## config.mk

```make
export PLATFORM = sky130hd
export DESIGN_NAME = cotp_core
export DESIGN_NICKNAME = d
export VERILOG_FILES = /design/src/core/cotp_core.v /design/src/core/cotp_pc_next.v
export VERILOG_INCLUDE_DIRS = /design/src /design/src/core
export SDC_FILE = /design/constraint.sdc
export NUM_CORES = 1
export LEC_CHECK = 0
export BUFFER_PORTS_ARGS = -buffer_cell sky130_fd_sc_hd__buf_4
export CAP_MARGIN = 20
export CORE_MARGIN = 2
export CORE_UTILIZATION = 27
export CTS_CLUSTER_DIAMETER = 50
export DETAILED_ROUTE_END_ITERATION = 8
export SETUP_SLACK_MARGIN = 0.1
export SLEW_MARGIN = 10
export SYNTH_ARGS = -nofsm -noshare
export SYNTH_HDL_FRONTEND = slang
export SYNTH_SLANG_ARGS = --single-unit
export TNS_END_PERCENT = 5
```

## constraint.sdc

```tcl
create_clock -name mclk -period 1.4 [get_ports mclk]
set_clock_uncertainty 0.05 [all_clocks]
set_input_delay 0.28 -clock mclk [delete_from_list [all_inputs] [get_ports mclk]]
set_output_delay 0.28 -clock mclk [all_outputs]
set_load 0.01 [all_outputs]
```

## src/core/cotp_consts.vh

```
// constants for the option, trim and program-counter block
`ifndef COTP_CONSTS_VH
`define COTP_CONSTS_VH
// ***********************************************
// register addresses and reset values
// ***********************************************
`define COTP_TRIM_ADDR      8'h8F
`define COTP_PCL_ADDR       8'h02
`define COTP_OPT_RESET      8'hFF
`define COTP_TRIM_RESET     8'h70
`define COTP_TRIM_MASK      8'hFC
`define COTP_PC_RESET       10'h3FF
// ***********************************************
// option field positions
// ***********************************************
`define COTP_OPT_WAKE       7
`define COTP_OPT_PULL       6
`define COTP_OPT_SRC        5
`define COTP_OPT_EDGE       4
`define COTP_OPT_PSA        3
// ***********************************************
// trim and status field positions
// ***********************************************
`define COTP_TRIM_FST       3
`define COTP_TRIM_SLW       2
`define COTP_STATUS_PAGE    5
// ***********************************************
// program-counter load selects
// ***********************************************
`define COTP_PC_INC         2'h0
`define COTP_PC_JUMP        2'h1
`define COTP_PC_CALL        2'h2
`define COTP_PC_COMP        2'h3
`endif

```

## src/core/cotp_core.v

```verilog
// option register, oscillator trim register and program counter
//
// Behaviour
// - option bits 7 and 6 low enable pin-change wake and pull-ups on bits 0,1,3.
// - option bit 5 picks external pin transitions (1) or instruction clock (0).
// - trim register holds fine field 7:4, speed-up bit 3, slow-down bit 2; 1:0 read zero.
// - with both trim bits set, the output behaves as speed-up only.
// - counter holds next address and increments each cycle unless loaded.
// - jump loads counter bits 8:0 from the instruction address field.
// - counter low byte reads and writes as the low latch register.
// - counter bit 9 takes the status page bit on every load.
// - call or latch write supplies counter bits 7:0 from instruction or data.
// - call or latch write forces counter bit 8 to zero.
// - move, add and bit-set into the low latch are computed loads.
`include "cotp_consts.vh"
module cotp_core (
  input  wire       mclk,             // instruction-cycle clock
  input  wire       rst_n,            // synchronous reset, active low
  input  wire       opt_load,         // option instruction, load option from w
  input  wire [7:0] w_data,           // working register value
  input  wire       reg_wr,           // data-memory write strobe
  input  wire       reg_rd,           // data-memory read strobe
  input  wire [7:0] reg_addr,         // data-memory address
  input  wire [7:0] reg_wdata,        // data-memory write data (result of move, add or bit set)
  output reg  [7:0] reg_rdata,        // data-memory read data
  input  wire       jump_op,          // executing a jump
  input  wire       call_op,          // executing a call
  input  wire [8:0] instr_addr,       // jump address field
  input  wire [7:0] instr_lit,        // call literal
  input  wire [7:0] status_reg,       // status register value
  input  wire       timer_ext_clock_pin, // external timer clock pin
  output reg  [9:0] pc,               // program counter
  output reg        pin_change_wake_en,// wake on change enabled
  output reg        pull_up_en,       // weak pull-ups enabled
  output reg        timer_tick,       // one-cycle timer count pulse
  output reg        prescaler_assign, // 1 watchdog, 0 timer
  output reg  [2:0] prescale_rate,    // rate field
  output reg  [3:0] trim_fine,        // fine calibration
  output reg        speed_up_trim,    // increase frequency
  output reg        slow_down_trim    // decrease frequency
);
  // ***********************************************
  // state
  // ***********************************************
  reg  [7:0] opt_r;
  reg  [7:0] trim_r;
  reg  [2:0] pin_sync_r;
  reg        pin_state_r;
  reg  [1:0] load_sel;
  wire [9:0] pc_nxt;
  wire       pin_settled;
  wire       pin_edge;
  wire       trim_wr;
  wire       pcl_wr;

  assign trim_wr = reg_wr && (reg_addr == `COTP_TRIM_ADDR);
  assign pcl_wr  = reg_wr && (reg_addr == `COTP_PCL_ADDR);

  // ***********************************************
  // option and trim registers
  // ***********************************************
  always @(posedge mclk) begin
    if (!rst_n) begin
      opt_r  <= `COTP_OPT_RESET;
      trim_r <= `COTP_TRIM_RESET;
    end else begin
      if (opt_load)
        opt_r <= w_data;
      if (trim_wr)
        trim_r <= reg_wdata & `COTP_TRIM_MASK;
    end
  end

  // ***********************************************
  // external timer pin
  // ***********************************************
  // the pin is asynchronous; a change only counts once stages two and three agree
  assign pin_settled = (pin_sync_r[1] == pin_sync_r[2]);
  assign pin_edge = pin_settled && (pin_sync_r[2] != pin_state_r) &&
                    (opt_r[`COTP_OPT_EDGE] ? !pin_sync_r[2] : pin_sync_r[2]);

  always @(posedge mclk) begin
    if (!rst_n) begin
      pin_sync_r  <= 3'h0;
      pin_state_r <= 1'b0;
    end else begin
      pin_sync_r <= {pin_sync_r[1:0], timer_ext_clock_pin};
      if (pin_settled)
        pin_state_r <= pin_sync_r[2];
    end
  end

  // ***********************************************
  // program counter
  // ***********************************************
  always @* begin
    if (pcl_wr)
      load_sel = `COTP_PC_COMP;
    else if (call_op)
      load_sel = `COTP_PC_CALL;
    else if (jump_op)
      load_sel = `COTP_PC_JUMP;
    else
      load_sel = `COTP_PC_INC;
  end

  cotp_pc_next u_pc_next (
    .pc_cur    (pc),
    .load_sel  (load_sel),
    .jump_addr (instr_addr),
    .low_data  (pcl_wr ? reg_wdata : instr_lit),
    .page_sel  (status_reg[`COTP_STATUS_PAGE]),
    .pc_nxt    (pc_nxt)
  );

  always @(posedge mclk) begin
    if (!rst_n)
      pc <= `COTP_PC_RESET;
    else
      pc <= pc_nxt;
  end

  // ***********************************************
  // outputs, all registered
  // ***********************************************
  always @(posedge mclk) begin
    if (!rst_n) begin
      pin_change_wake_en <= 1'b0;
      pull_up_en         <= 1'b0;
      timer_tick         <= 1'b0;
      prescaler_assign   <= 1'b1;
      prescale_rate      <= 3'h7;
      trim_fine          <= 4'h7;
      speed_up_trim      <= 1'b0;
      slow_down_trim     <= 1'b0;
      reg_rdata          <= 8'h00;
    end else begin
      pin_change_wake_en <= !opt_r[`COTP_OPT_WAKE];
      pull_up_en         <= !opt_r[`COTP_OPT_PULL];
      // the internal source ticks every instruction cycle
      timer_tick         <= opt_r[`COTP_OPT_SRC] ? pin_edge : 1'b1;
      // division is applied by the downstream prescaler; only the field is passed on
      prescaler_assign   <= opt_r[`COTP_OPT_PSA];
      prescale_rate      <= opt_r[2:0];
      trim_fine          <= trim_r[7:4];
      speed_up_trim      <= trim_r[`COTP_TRIM_FST];
      slow_down_trim     <= trim_r[`COTP_TRIM_SLW] && !trim_r[`COTP_TRIM_FST];
      if (reg_rd && reg_addr == `COTP_TRIM_ADDR)
        reg_rdata <= trim_r;
      else if (reg_rd && reg_addr == `COTP_PCL_ADDR)
        reg_rdata <= pc[7:0];
      else
        reg_rdata <= 8'h00;
    end
  end
endmodule // cotp_core

```

## src/core/cotp_pc_next.v

```verilog
// program-counter next-address selection
`include "cotp_consts.vh"
module cotp_pc_next (
  input  wire [9:0] pc_cur,     // current counter
  input  wire [1:0] load_sel,   // kind of load
  input  wire [8:0] jump_addr,  // nine-bit jump field
  input  wire [7:0] low_data,   // call literal or latch write data
  input  wire       page_sel,   // page bit from status
  output reg  [9:0] pc_nxt      // next counter value
);
  always @* begin
    case (load_sel)
      `COTP_PC_INC:  pc_nxt = pc_cur + 10'h001;
      `COTP_PC_JUMP: pc_nxt = {page_sel, jump_addr};
      `COTP_PC_CALL: pc_nxt = {page_sel, 1'b0, low_data};
      `COTP_PC_COMP: pc_nxt = {page_sel, 1'b0, low_data};
      default:       pc_nxt = pc_cur + 10'h001;
    endcase
  end
endmodule // cotp_pc_next

```

==> run_results.csv, run 1 <==
group,metric,value,unit
synth,ys_seq_elements,49,
clock_tree,cts_tree,"yes",
timing,relSlewSlack,73.03,%
synth,synth.top_cell.area_share,47.95,%
grt,antenna_found_initial,0,
timing,final.period_utilization,94.99,%
clock_tree,clk_path_buf_depth,2,
clock_tree,htree_num_levels,2,
timing,tightest_slew,0.4009,ns
finish,layout.nets,352,
setup_path,arrival,1.52,ns
synth,syn_avg_cell_area,10.23,um^2
grt,top_usage_layer,"met2",
timing,max_freq,751.9,MHz
floorplanning,die_x,91.05,um
timing,setup_viol,0,
timing,slew_viol_final,0,
setup_path,critPathSlowestCell,"nor4_1",
detailed_routing,drtAntennaViolNets,0,
grt,grt-ovfl-total,0,
synth,synth_area_leader_cell,"dfxtp_1",
synth,synthCells,200,
detailed_routing,wl_per_cell,13.74,um
setup_path,critPathMaxFanout,6,
setup_path,slowest_delay,0.44,ns
grt,grtUsageMet1,16.88,%
detailed_routing,routed_via_density,4.629,
setup_path,end_kind,"flop",
detailed_routing,wl,5.413,mm
floorplanning,ios,88,
grt,grt_usage,13.18,%
grt,grt_max_degree,20,
timing,rsz0062_at_grt,"true",
clock_tree,cts_root_buf,"clkbuf_8",
clock_tree,cts_setup_buffers,0,
finish,final_area,3032,um^2
synth,yosys-top-cells-area,"dfxtp_1, mux2i_1, nand2_1",
detailed_routing,drc,0,
setup_path,worstSetupPathType,"reg -> reg",
finish,area_growth,48.20,%
finish,drive_gt1_share,46.10,%
placement,port_buffers,80,
clock_tree,insertion_delay,0.30,ns
clock_tree,clock_sinks,49,
setup_path,crit_required,1.59,ns
power,p_leak,1.324,nW
placement,place.gp.congestion,0.7938,
synth,synth_common_cells,"dfxtp_1, mux2i_1, nand2_1",
floorplanning,fp-row-count,31,
synth,synth.most_common_cell,"dfxtp_1",
synth,synth_edf_count,0,
floorplanning,dieArea,8289,um^2
clock_tree,path_clk_slew,0.09,ns
floorplanning,start_util,28.05,%
floorplanning,die_h,91.05,um
run,maxCapViolCount,0,
grt,grt_pass1_vias,1807,
placement,hpwlAfterDp,4.216,mm
finish,fill_cells,748,
timing,period_needed,1.330,ns
timing,hold_viol,0,
power,p_per_area,988.1,nW/um^2
synth,synth_cell_type_count,52,
synth,synth-async-reset-ratio,0,%
synth,ys_seq_area_share,47.95,%
setup_path,crit_chain,"nand4_1 -> nor4_1 -> nor4_2 -> o21ai_1",
finish,antenna_cells,0,
grt,use_met2,21.67,%
setup_path,path_buf_inv,0,
timing,hold_slack,0.1286,ns
detailed_routing,drtIter0Drc,60,
outcome,status,"finished, final reports clean",
detailed_routing,drt_first_pass_iters,4,
synth,yosysWarnings,0,
placement,place_area,2878,um^2
setup_path,critPathTopFamily,"simple AND/OR/NAND/NOR gates",
grt,grtUsageMet3,3.402,%
floorplanning,core_area,7292,um^2
synth,syn_area,2046,um^2
synth,synth_ff_type,"dfxtp_1",
clock_tree,cts_buffers,5,
synth,synth_nets,258,
hold_path,hold_class,"in -> reg",
setup_path,critical_path.startpoint_type,"flop",
power,ir_drop,0.0003506,V
detailed_routing,vias,1824,
grt,grt_pass1_wl,8.790,mm
## stage by stage
stage	util, %	power [mW]	TNS (ns)	worst slack, ns	instances
2_1_floorplan	-	1.732	0	0.06602	200
3_3_place_gp	39.46	1.988	-1.358	-0.1165	386
3_5_place_dp	39.46	1.995	-1.682	-0.1330	386
4_1_cts	41.28	3.017	0	0.07582	394
5_1_grt	41.58	3.127	-0.04067	-0.02128	394
6_report	41.58	2.996	0	0.07010	394
## cell type report
class | count | area [um^2] | share of cell area [%]
timing repair buffer | 97 | 740.7 | 24.43
clock inverter | 3 | 43.79 | 1.444
tap | 99 | 123.9 | 4.086
multi-input combinational | 138 | 1051 | 34.67
sequential | 49 | 992.2 | 32.73
inverter | 3 | 11.26 | 0.3714
clock buffer | 5 | 68.82 | 2.270
## placed cells by master (no fill, tap or decap), types with 2 or more instances in the layout
master / instances
a21boi_0: 2
a21oi_1: 2
a22o_2: 4
a22oi_1: 2
a31oi_1: 3
and2_1: 5
and2_2: 2
and4_1: 2
buf_4: 96
clkbuf_8: 5
dfxtp_1: 42
dfxtp_2: 6
inv_1: 3
mux2i_1: 18
nand2_1: 18
nand2b_1: 10
nand3_1: 5
nand4_1: 2
nor2_1: 9
nor2b_1: 8
nor3_1: 3
nor3b_2: 3
nor4_2: 2
o211a_1: 2
o21ai_0: 4
o21ai_1: 3
o221ai_1: 2
o31a_1: 2
xnor2_1: 2
xor2_1: 2
## routing by layer
layer | part of all wire, % | vias up
li1 | - | 906
met1 | 47 | 861
met2 | 47 | 53
met3 | 5.4 | 4
met4 | 1.0 | 0
met5 | 0 | -
## logic make-up (layout without fill, tap and decap cells)
| family | after synthesis | in the layout | synth area share (%) |
|---|---|---|---|
| simple gates | 80 | 80 | 24.22 |
| flops | 49 | 49 | 47.95 |
| compound gates | 35 | 35 | 13.46 |
| mux | 18 | 18 | 8.807 |
| buf+inv | 13 | 108 | 3.242 |
| xor+xnor | 4 | 4 | 1.713 |
| fa+ha+maj | 1 | 1 | 0.6115 |
## flip-flops by register name, summed over array words and instances, names as in the netlist
| name | count |
|---|---|
| pc | 10 |
| opt_r | 8 |
| reg_rdata | 8 |
| trim_r | 6 |
| trim_fine | 4 |
| pin_sync_r | 3 |
| prescale_rate | 3 |
| pin_change_wake_en | 1 |
| pin_state_r | 1 |
| prescaler_assign | 1 |
| pull_up_en | 1 |
| slow_down_trim | 1 |
| speed_up_trim | 1 |
| timer_tick | 1 |
## power breakdown
| part | internal, mW | leakage, nW | switching [mW] |
|---|---|---|---|
| combinational | 0.274 | 0.866 | 0.220 |
| sequential | 1.45 | 0.400 | 0.0377 |
| clock | 0.536 | 0.0585 | 0.482 |
| total | 2.26 | 1.32 | 0.740 |
## worst paths after layout
check / start / endpoint / slack, ns / cells after the start
hold / removal: timer_ext_clock_pin / pin_sync_r[0] / 0.13 / 2
setup reg to reg: pc[3] / pc[9] / 0.07 / 4
setup / recovery: pc[3] / pc[9] / 0.07 / 4
hold reg to reg: opt_r[6] / pull_up_en / 0.36 / 1
## repair_timing
action | 4_1_cts | 5_1_grt
endpoints found under the setup margin | 4 | 11
hold buffers | 0 | 0
resized for setup | 4 | 7
pin swaps | 1 | 1
Power figures use the tool's default switching activity.
==> run 2, diff against run 1 <==
--- a/config.mk
+++ b/config.mk
@@ -7,11 +7,13 @@
 export NUM_CORES = 1
 export LEC_CHECK = 0
 export BUFFER_PORTS_ARGS = -buffer_cell sky130_fd_sc_hd__buf_4
-export CAP_MARGIN = 20
+export CELL_PAD_IN_SITES_DETAIL_PLACEMENT = 1
+export CELL_PAD_IN_SITES_GLOBAL_PLACEMENT = 1
 export CORE_MARGIN = 2
 export CORE_UTILIZATION = 27
 export CTS_CLUSTER_DIAMETER = 50
 export DETAILED_ROUTE_END_ITERATION = 8
+export PLACE_DENSITY_LB_ADDON = 0.1
 export SETUP_SLACK_MARGIN = 0.1
 export SLEW_MARGIN = 10
 export SYNTH_ARGS = -nofsm -noshare
==> run_results.csv, run 2 (synthesis results as in run 1) <==
group,metric,value,unit
timing,relSlewSlack,76.86,%
timing,period_needed,1.323,ns
setup_path,r2r-start,"pc[2]",
timing,tightest_slew,0.3446,ns
power,ir_drop,0.0005089,V
timing,max_freq,755.6,MHz
floorplanning,ios,88,
hold_path,min_path_cells,2,
finish,fill_cells,876,
hold_path,hold_class,"in -> reg",
detailed_routing,met3_length,334,um
setup_path,reg2reg_slack,0.08,ns
detailed_routing,routed_via_density,4.678,
grt,grt_pass1_vias,1981,
detailed_routing,wl,5.892,mm
placement,place_area,2893,um^2
clock_tree,clock_sinks,49,
grt,antenna_found_initial,0,
hold_path,hold_start,"timer_ext_clock_pin",
setup_path,end_kind,"flop",
timing,slew_viol_final,0,
timing,rsz0062_at_grt,"true",
finish,largest_reg_flops,10,
setup_path,critPathSlowestCell,"dfxtp_4",
placement,pre_cts_ws,-0.1860,ns
finish,area_growth,51.50,%
finish,reg_top3,"pc: 10 flops, opt_r: 8 flops, reg_rdata: 8 flops",
floorplanning,die_h,91.05,um
timing,worst_slack,0.07654,ns
finish,antenna_cells,0,
power,p_per_area,988.4,nW/um^2
placement,hpwlAfterDp,4.525,mm
finish,drive_gt1_share,47.16,%
setup_path,critPathMaxFanout,6,
run,maxCapViolCount,0,
timing,setup_tns,0,ns
grt,grt-ovfl-total,0,
placement,place.gp.congestion,0.7056,
timing,final.period_utilization,94.53,%
outcome,status,"finished, final reports clean",
setup_path,arrival,1.46,ns
clock_tree,htree_num_levels,2,
setup_path,path_buf_inv,0,
setup_path,worstSetupPathType,"reg -> reg",
hold_path,hold_end,"pin_sync_r[0]",
finish,final_common_cell,"buf_4",
setup_path,reg2regPathDepth,4,
clock_tree,cts_root_buf,"clkbuf_8",
placement,port_buffers,80,
floorplanning,die_x,91.05,um
timing,setup_viol,0,
clock_tree,postCtsHoldBufs,0,
setup_path,critical_path.startpoint_type,"flop",
finish,layout_common_cells,"buf_4, dfxtp_1, mux2i_1, nand2_1, nand2b_1",
detailed_routing,drt_first_pass_iters,4,
finish,final_cells,398,
detailed_routing,top_layer_used,"met4",
clock_tree,cts_tree,"yes",
finish,final_area,3099,um^2
timing,hold_viol,0,
floorplanning,dieArea,8289,um^2
detailed_routing,dr_wl_met2,2.822,mm
setup_path,crit_required,1.54,ns
detailed_routing,drtAntennaViolNets,0,
clock_tree,path_clk_slew,0.09,ns
setup_path,r2r-end,"pc[8]",
grt,grt_usage,14.79,%
floorplanning,start_util,28.05,%
floorplanning,core_area,7292,um^2
detailed_routing,wl_per_cell,14.80,um
setup_path,critPathTopFamily,"compound AO/OA/AOI/OAI gates",
clock_tree,insertion_delay,0.30,ns
clock_tree,cts_buffers,5,
detailed_routing,vias,1862,
finish,largest_register,"pc",
setup_path,crit_chain,"nand4_1 -> o31a_1 -> nor3_2 -> o41ai_1",
power,p_leak,1.350,nW
grt,grt_max_degree,21,
detailed_routing,wl_met1,2.673,mm
placement,placed_cells,388,
floorplanning,fp-row-count,31,
finish,layout.nets,356,
detailed_routing,drc,0,
power,finalPower,3.063,mW
detailed_routing,drtIter0Drc,39,
setup_path,slowest_delay,0.38,ns
grt,grt_pass1_wl,9.777,mm
clock_tree,clk_path_buf_depth,2,
[run 2: cell types whose count changed in the layout (fill, tap and decap cells not counted), sizes merged]
cell / delta
buf: +4
clkbuf: +1
clkinv: -1
clkinvlp: +1
inv: -1
[run 2: worst max-delay path by stage]
| stage | from | endpoint | depth (start not counted) |
|---|---|---|---|
| floorplan | reg_addr[6] | pc[5] | 5 |
| global route | pc[5] | pc[8] | 4 |
| finish | pc[2] | pc[8] | 4 |
| CTS | pc[2] | pc[8] | 4 |
| global placement | reg_addr[6] | trim_r[6] | 6 |
| detailed placement | reg_addr[6] | trim_r[2] | 6 |
[run 2: layout make-up]
type / count / area [um^2] / share of cell area [%]
multi-input cells: 138 / 1069 / 34.48
flip-flops and latches: 49 / 997.2 / 32.18
repair buffers: 101 / 778.2 / 25.11
well taps: 99 / 123.9 / 3.997
clock buffers: 6 / 82.58 / 2.665
clock inverters: 2 / 37.54 / 1.211
inverters: 3 / 11.26 / 0.3633
[run 2: power by group]
group	total (mW)	internal [mW]	leakage (nW)	switching (mW)
clock network	1.06	0.581	0.0574	0.481
logic	0.519	0.289	0.892	0.229
registers	1.48	1.44	0.401	0.0381
total	3.06	2.32	1.35	0.748
[run 2: what timing repair did]
| item | CTS | global route |
|---|---|---|
| endpoints found under the setup margin | 6 | 16 |
| gates resized for setup | 9 | 9 |
| buffers inserted | 2 | 0 |
| pin swaps | 2 | 9 |
[run 2: through the flow]
step	utilization (%)	hold slack (ns)
floorplan	-	0.3411
global placement	39.67	0.3491
detailed placement	39.67	0.3552
CTS	42.09	0.1258
global route	42.50	0.1344
finish	42.50	0.1357
[run 2: per-layer routing]
layer  vias to the layer above  track usage, %
li1                        910               -
met1                       896           18.16
met2                        50           24.88
met3                         6           4.979
met4                         0           3.662
met5                         -               0
==> run 3, diff against run 2 <==
--- a/config.mk
+++ b/config.mk
@@ -11,7 +11,6 @@
 export CELL_PAD_IN_SITES_GLOBAL_PLACEMENT = 1
 export CORE_MARGIN = 2
 export CORE_UTILIZATION = 27
-export CTS_CLUSTER_DIAMETER = 50
 export DETAILED_ROUTE_END_ITERATION = 8
 export PLACE_DENSITY_LB_ADDON = 0.1
 export SETUP_SLACK_MARGIN = 0.1
==> constraint.sdc (replaced) <==
create_clock -name mclk -period 1.67 [get_ports mclk]
set_clock_uncertainty 0.05 [all_clocks]
set_input_delay 0.334 -clock mclk [delete_from_list [all_inputs] [get_ports mclk]]
set_output_delay 0.334 -clock mclk [all_outputs]
set_load 0.01 [all_outputs]
==> run_results.csv, run 3 (synthesis results as in run 1) <==
group,metric,value,unit
clock_tree,cts_root_buf,"clkbuf_8",
finish,reg_top3,"pc: 10 flops, opt_r: 8 flops, reg_rdata: 8 flops",
timing,final.period_utilization,88.75,%
finish,final_common_cell,"buf_4",
detailed_routing,wl,5.555,mm
timing,relSlewSlack,78.30,%
timing,hold_viol,0,
grt,grt_usage,13.67,%
setup_path,reg2regPathDepth,4,
setup_path,worstSetupPathType,"reg -> reg",
finish,layout.nets,342,
timing,period_needed,1.482,ns
floorplanning,die_x,91.05,um
grt,grt_pass1_wl,9.135,mm
grt,antenna_found_initial,0,
grt,grt_max_degree,26,
clock_tree,cts_tree,"yes",
finish,fill_cells,891,
finish,largest_reg_flops,10,
finish,largest_register,"pc",
detailed_routing,drt_first_pass_iters,6,
detailed_routing,wl_per_cell,14.47,um
floorplanning,fp-row-count,31,
clock_tree,path_clk_slew,0.09,ns
placement,hpwlAfterDp,4.253,mm
hold_path,hold_end,"pin_sync_r[0]",
finish,area_growth,41.04,%
hold_path,min_path_cells,2,
clock_tree,clk_path_buf_depth,2,
finish,fin_util,39.57,%
setup_path,arrival,1.62,ns
clock_tree,htree_num_levels,2,
hold_path,hold_start,"timer_ext_clock_pin",
placement,place.gp.congestion,0.6790,
floorplanning,die_h,91.05,um
clock_tree,cts_buffers,5,
timing,rsz0062_at_grt,"true",
detailed_routing,drc,0,
clock_tree,insertion_delay,0.30,ns
floorplanning,start_util,28.05,%
floorplanning,ios,88,
setup_path,end_kind,"flop",
setup_path,reg2reg_slack,0.19,ns
setup_path,r2r-start,"pc[2]",
hold_path,hold_class,"in -> reg",
power,ir_drop,0.0003592,V
floorplanning,dieArea,8289,um^2
timing,slew_viol_final,0,
finish,layout_common_cells,"buf_4, dfxtp_1, mux2i_1, nand2_1, nand2b_1",
finish,drive_gt1_share,39.65,%
power,p_per_area,854.8,nW/um^2
timing,tightest_slew,0.3231,ns
detailed_routing,drtIter0Drc,56,
outcome,status,"finished, final reports clean",
detailed_routing,drtAntennaViolNets,0,
detailed_routing,vias,1778,
grt,grt_pass1_vias,1839,
detailed_routing,routed_via_density,4.630,
setup_path,r2r-end,"pc[9]",
grt,grt-ovfl-total,0,
clock_tree,clock_sinks,49,
timing,setup_viol,0,
setup_path,critical_path.startpoint_type,"flop",
setup_path,critPathLaunch,"pc[2]",
floorplanning,core_area,7292,um^2
setup_path,critPathMaxFanout,6,
placement,port_buffers,80,
power,p_leak,1.263,nW
run,maxCapViolCount,0,
timing,setup_tns,0,ns
timing,max_freq,674.7,MHz
setup_path,crit_required,1.81,ns
finish,antenna_cells,0,
run 3: cell count changes in the layout (fill, tap and decap cells not counted), moves of 2 or more:
cell     delta
nor4_1      +2
nor3b_2     -3
buf_4      -11
buf_6       -2
o21ai_1     -2
dfxtp_4     -3
nor4_2      -2
dfxtp_1     +4
o21ai_0     +2
nor3b_1     +3
run 3: final cells by class:
type	instances	area (um^2)	area share, %
Tap cell	99	123.9	4.293
Inverter	3	11.26	0.3903
Timing Repair Buffer	87	653.1	22.64
Multi-Input combinational cell	138	1001	34.69
Clock buffer	6	72.57	2.515
Sequential cell	49	984.7	34.13
Clock inverter	2	38.79	1.344
run 3: what timing repair did:
item | in CTS | in global routing
hold buffers | 0 | 0
gates resized for setup | 1 | 3
setup endpoints to repair | 1 | 3
buffers inserted | 0 | 0
run 3: through the flow:
step	hold slack, ns	setup WS (ns)	power (mW)	area, um^2	instances
global placement	0.3506	0.04290	1.647	2768	376
global route	0.1885	0.06366	2.596	2885	384
detailed placement	0.3516	0.03874	1.652	2768	376
finish	0.1896	0.1878	2.466	2885	384
floorplan	0.3411	0.2249	1.449	2046	200
CTS	0.1805	0.1296	2.514	2880	384
run 3: where the power goes:
part           switching (mW)  internal [mW]  total (mW)
registers              0.0391           1.21        1.25
logic                   0.163          0.206       0.369
clock network           0.397          0.450       0.847
total                   0.600           1.87        2.47
run 3: per-layer routing:
metal | vias to the layer above | share of wire, % | routed length, um | global-route usage [%]
met4 | 0 | 1.0 | 58 | 3.409
li1 | 882 | - | - | -
met1 | 838 | 47 | 2593 | 18.01
met3 | 6 | 5.6 | 313 | 4.232
met2 | 52 | 47 | 2589 | 21.79
met5 | - | 0 | 0 | 0
run 3: worst max-delay path by stage:
stage          depth (start not counted)  slack (ns)    end
4_1_cts                                4        0.13  pc[9]
2_1_floorplan                          5        0.22  pc[8]
6_report                               4        0.19  pc[9]
3_3_place_gp                           5        0.04  pc[7]
5_1_grt                                4        0.06  pc[9]
3_5_place_dp                           5        0.04  pc[7]
run 3: critical path, stage by stage (launching register included):
cell	delay, ns
dfxtp_1	0.46
nand4_1	0.23
o31a_1	0.35
nor4_1	0.20
o21ai_1	0.08
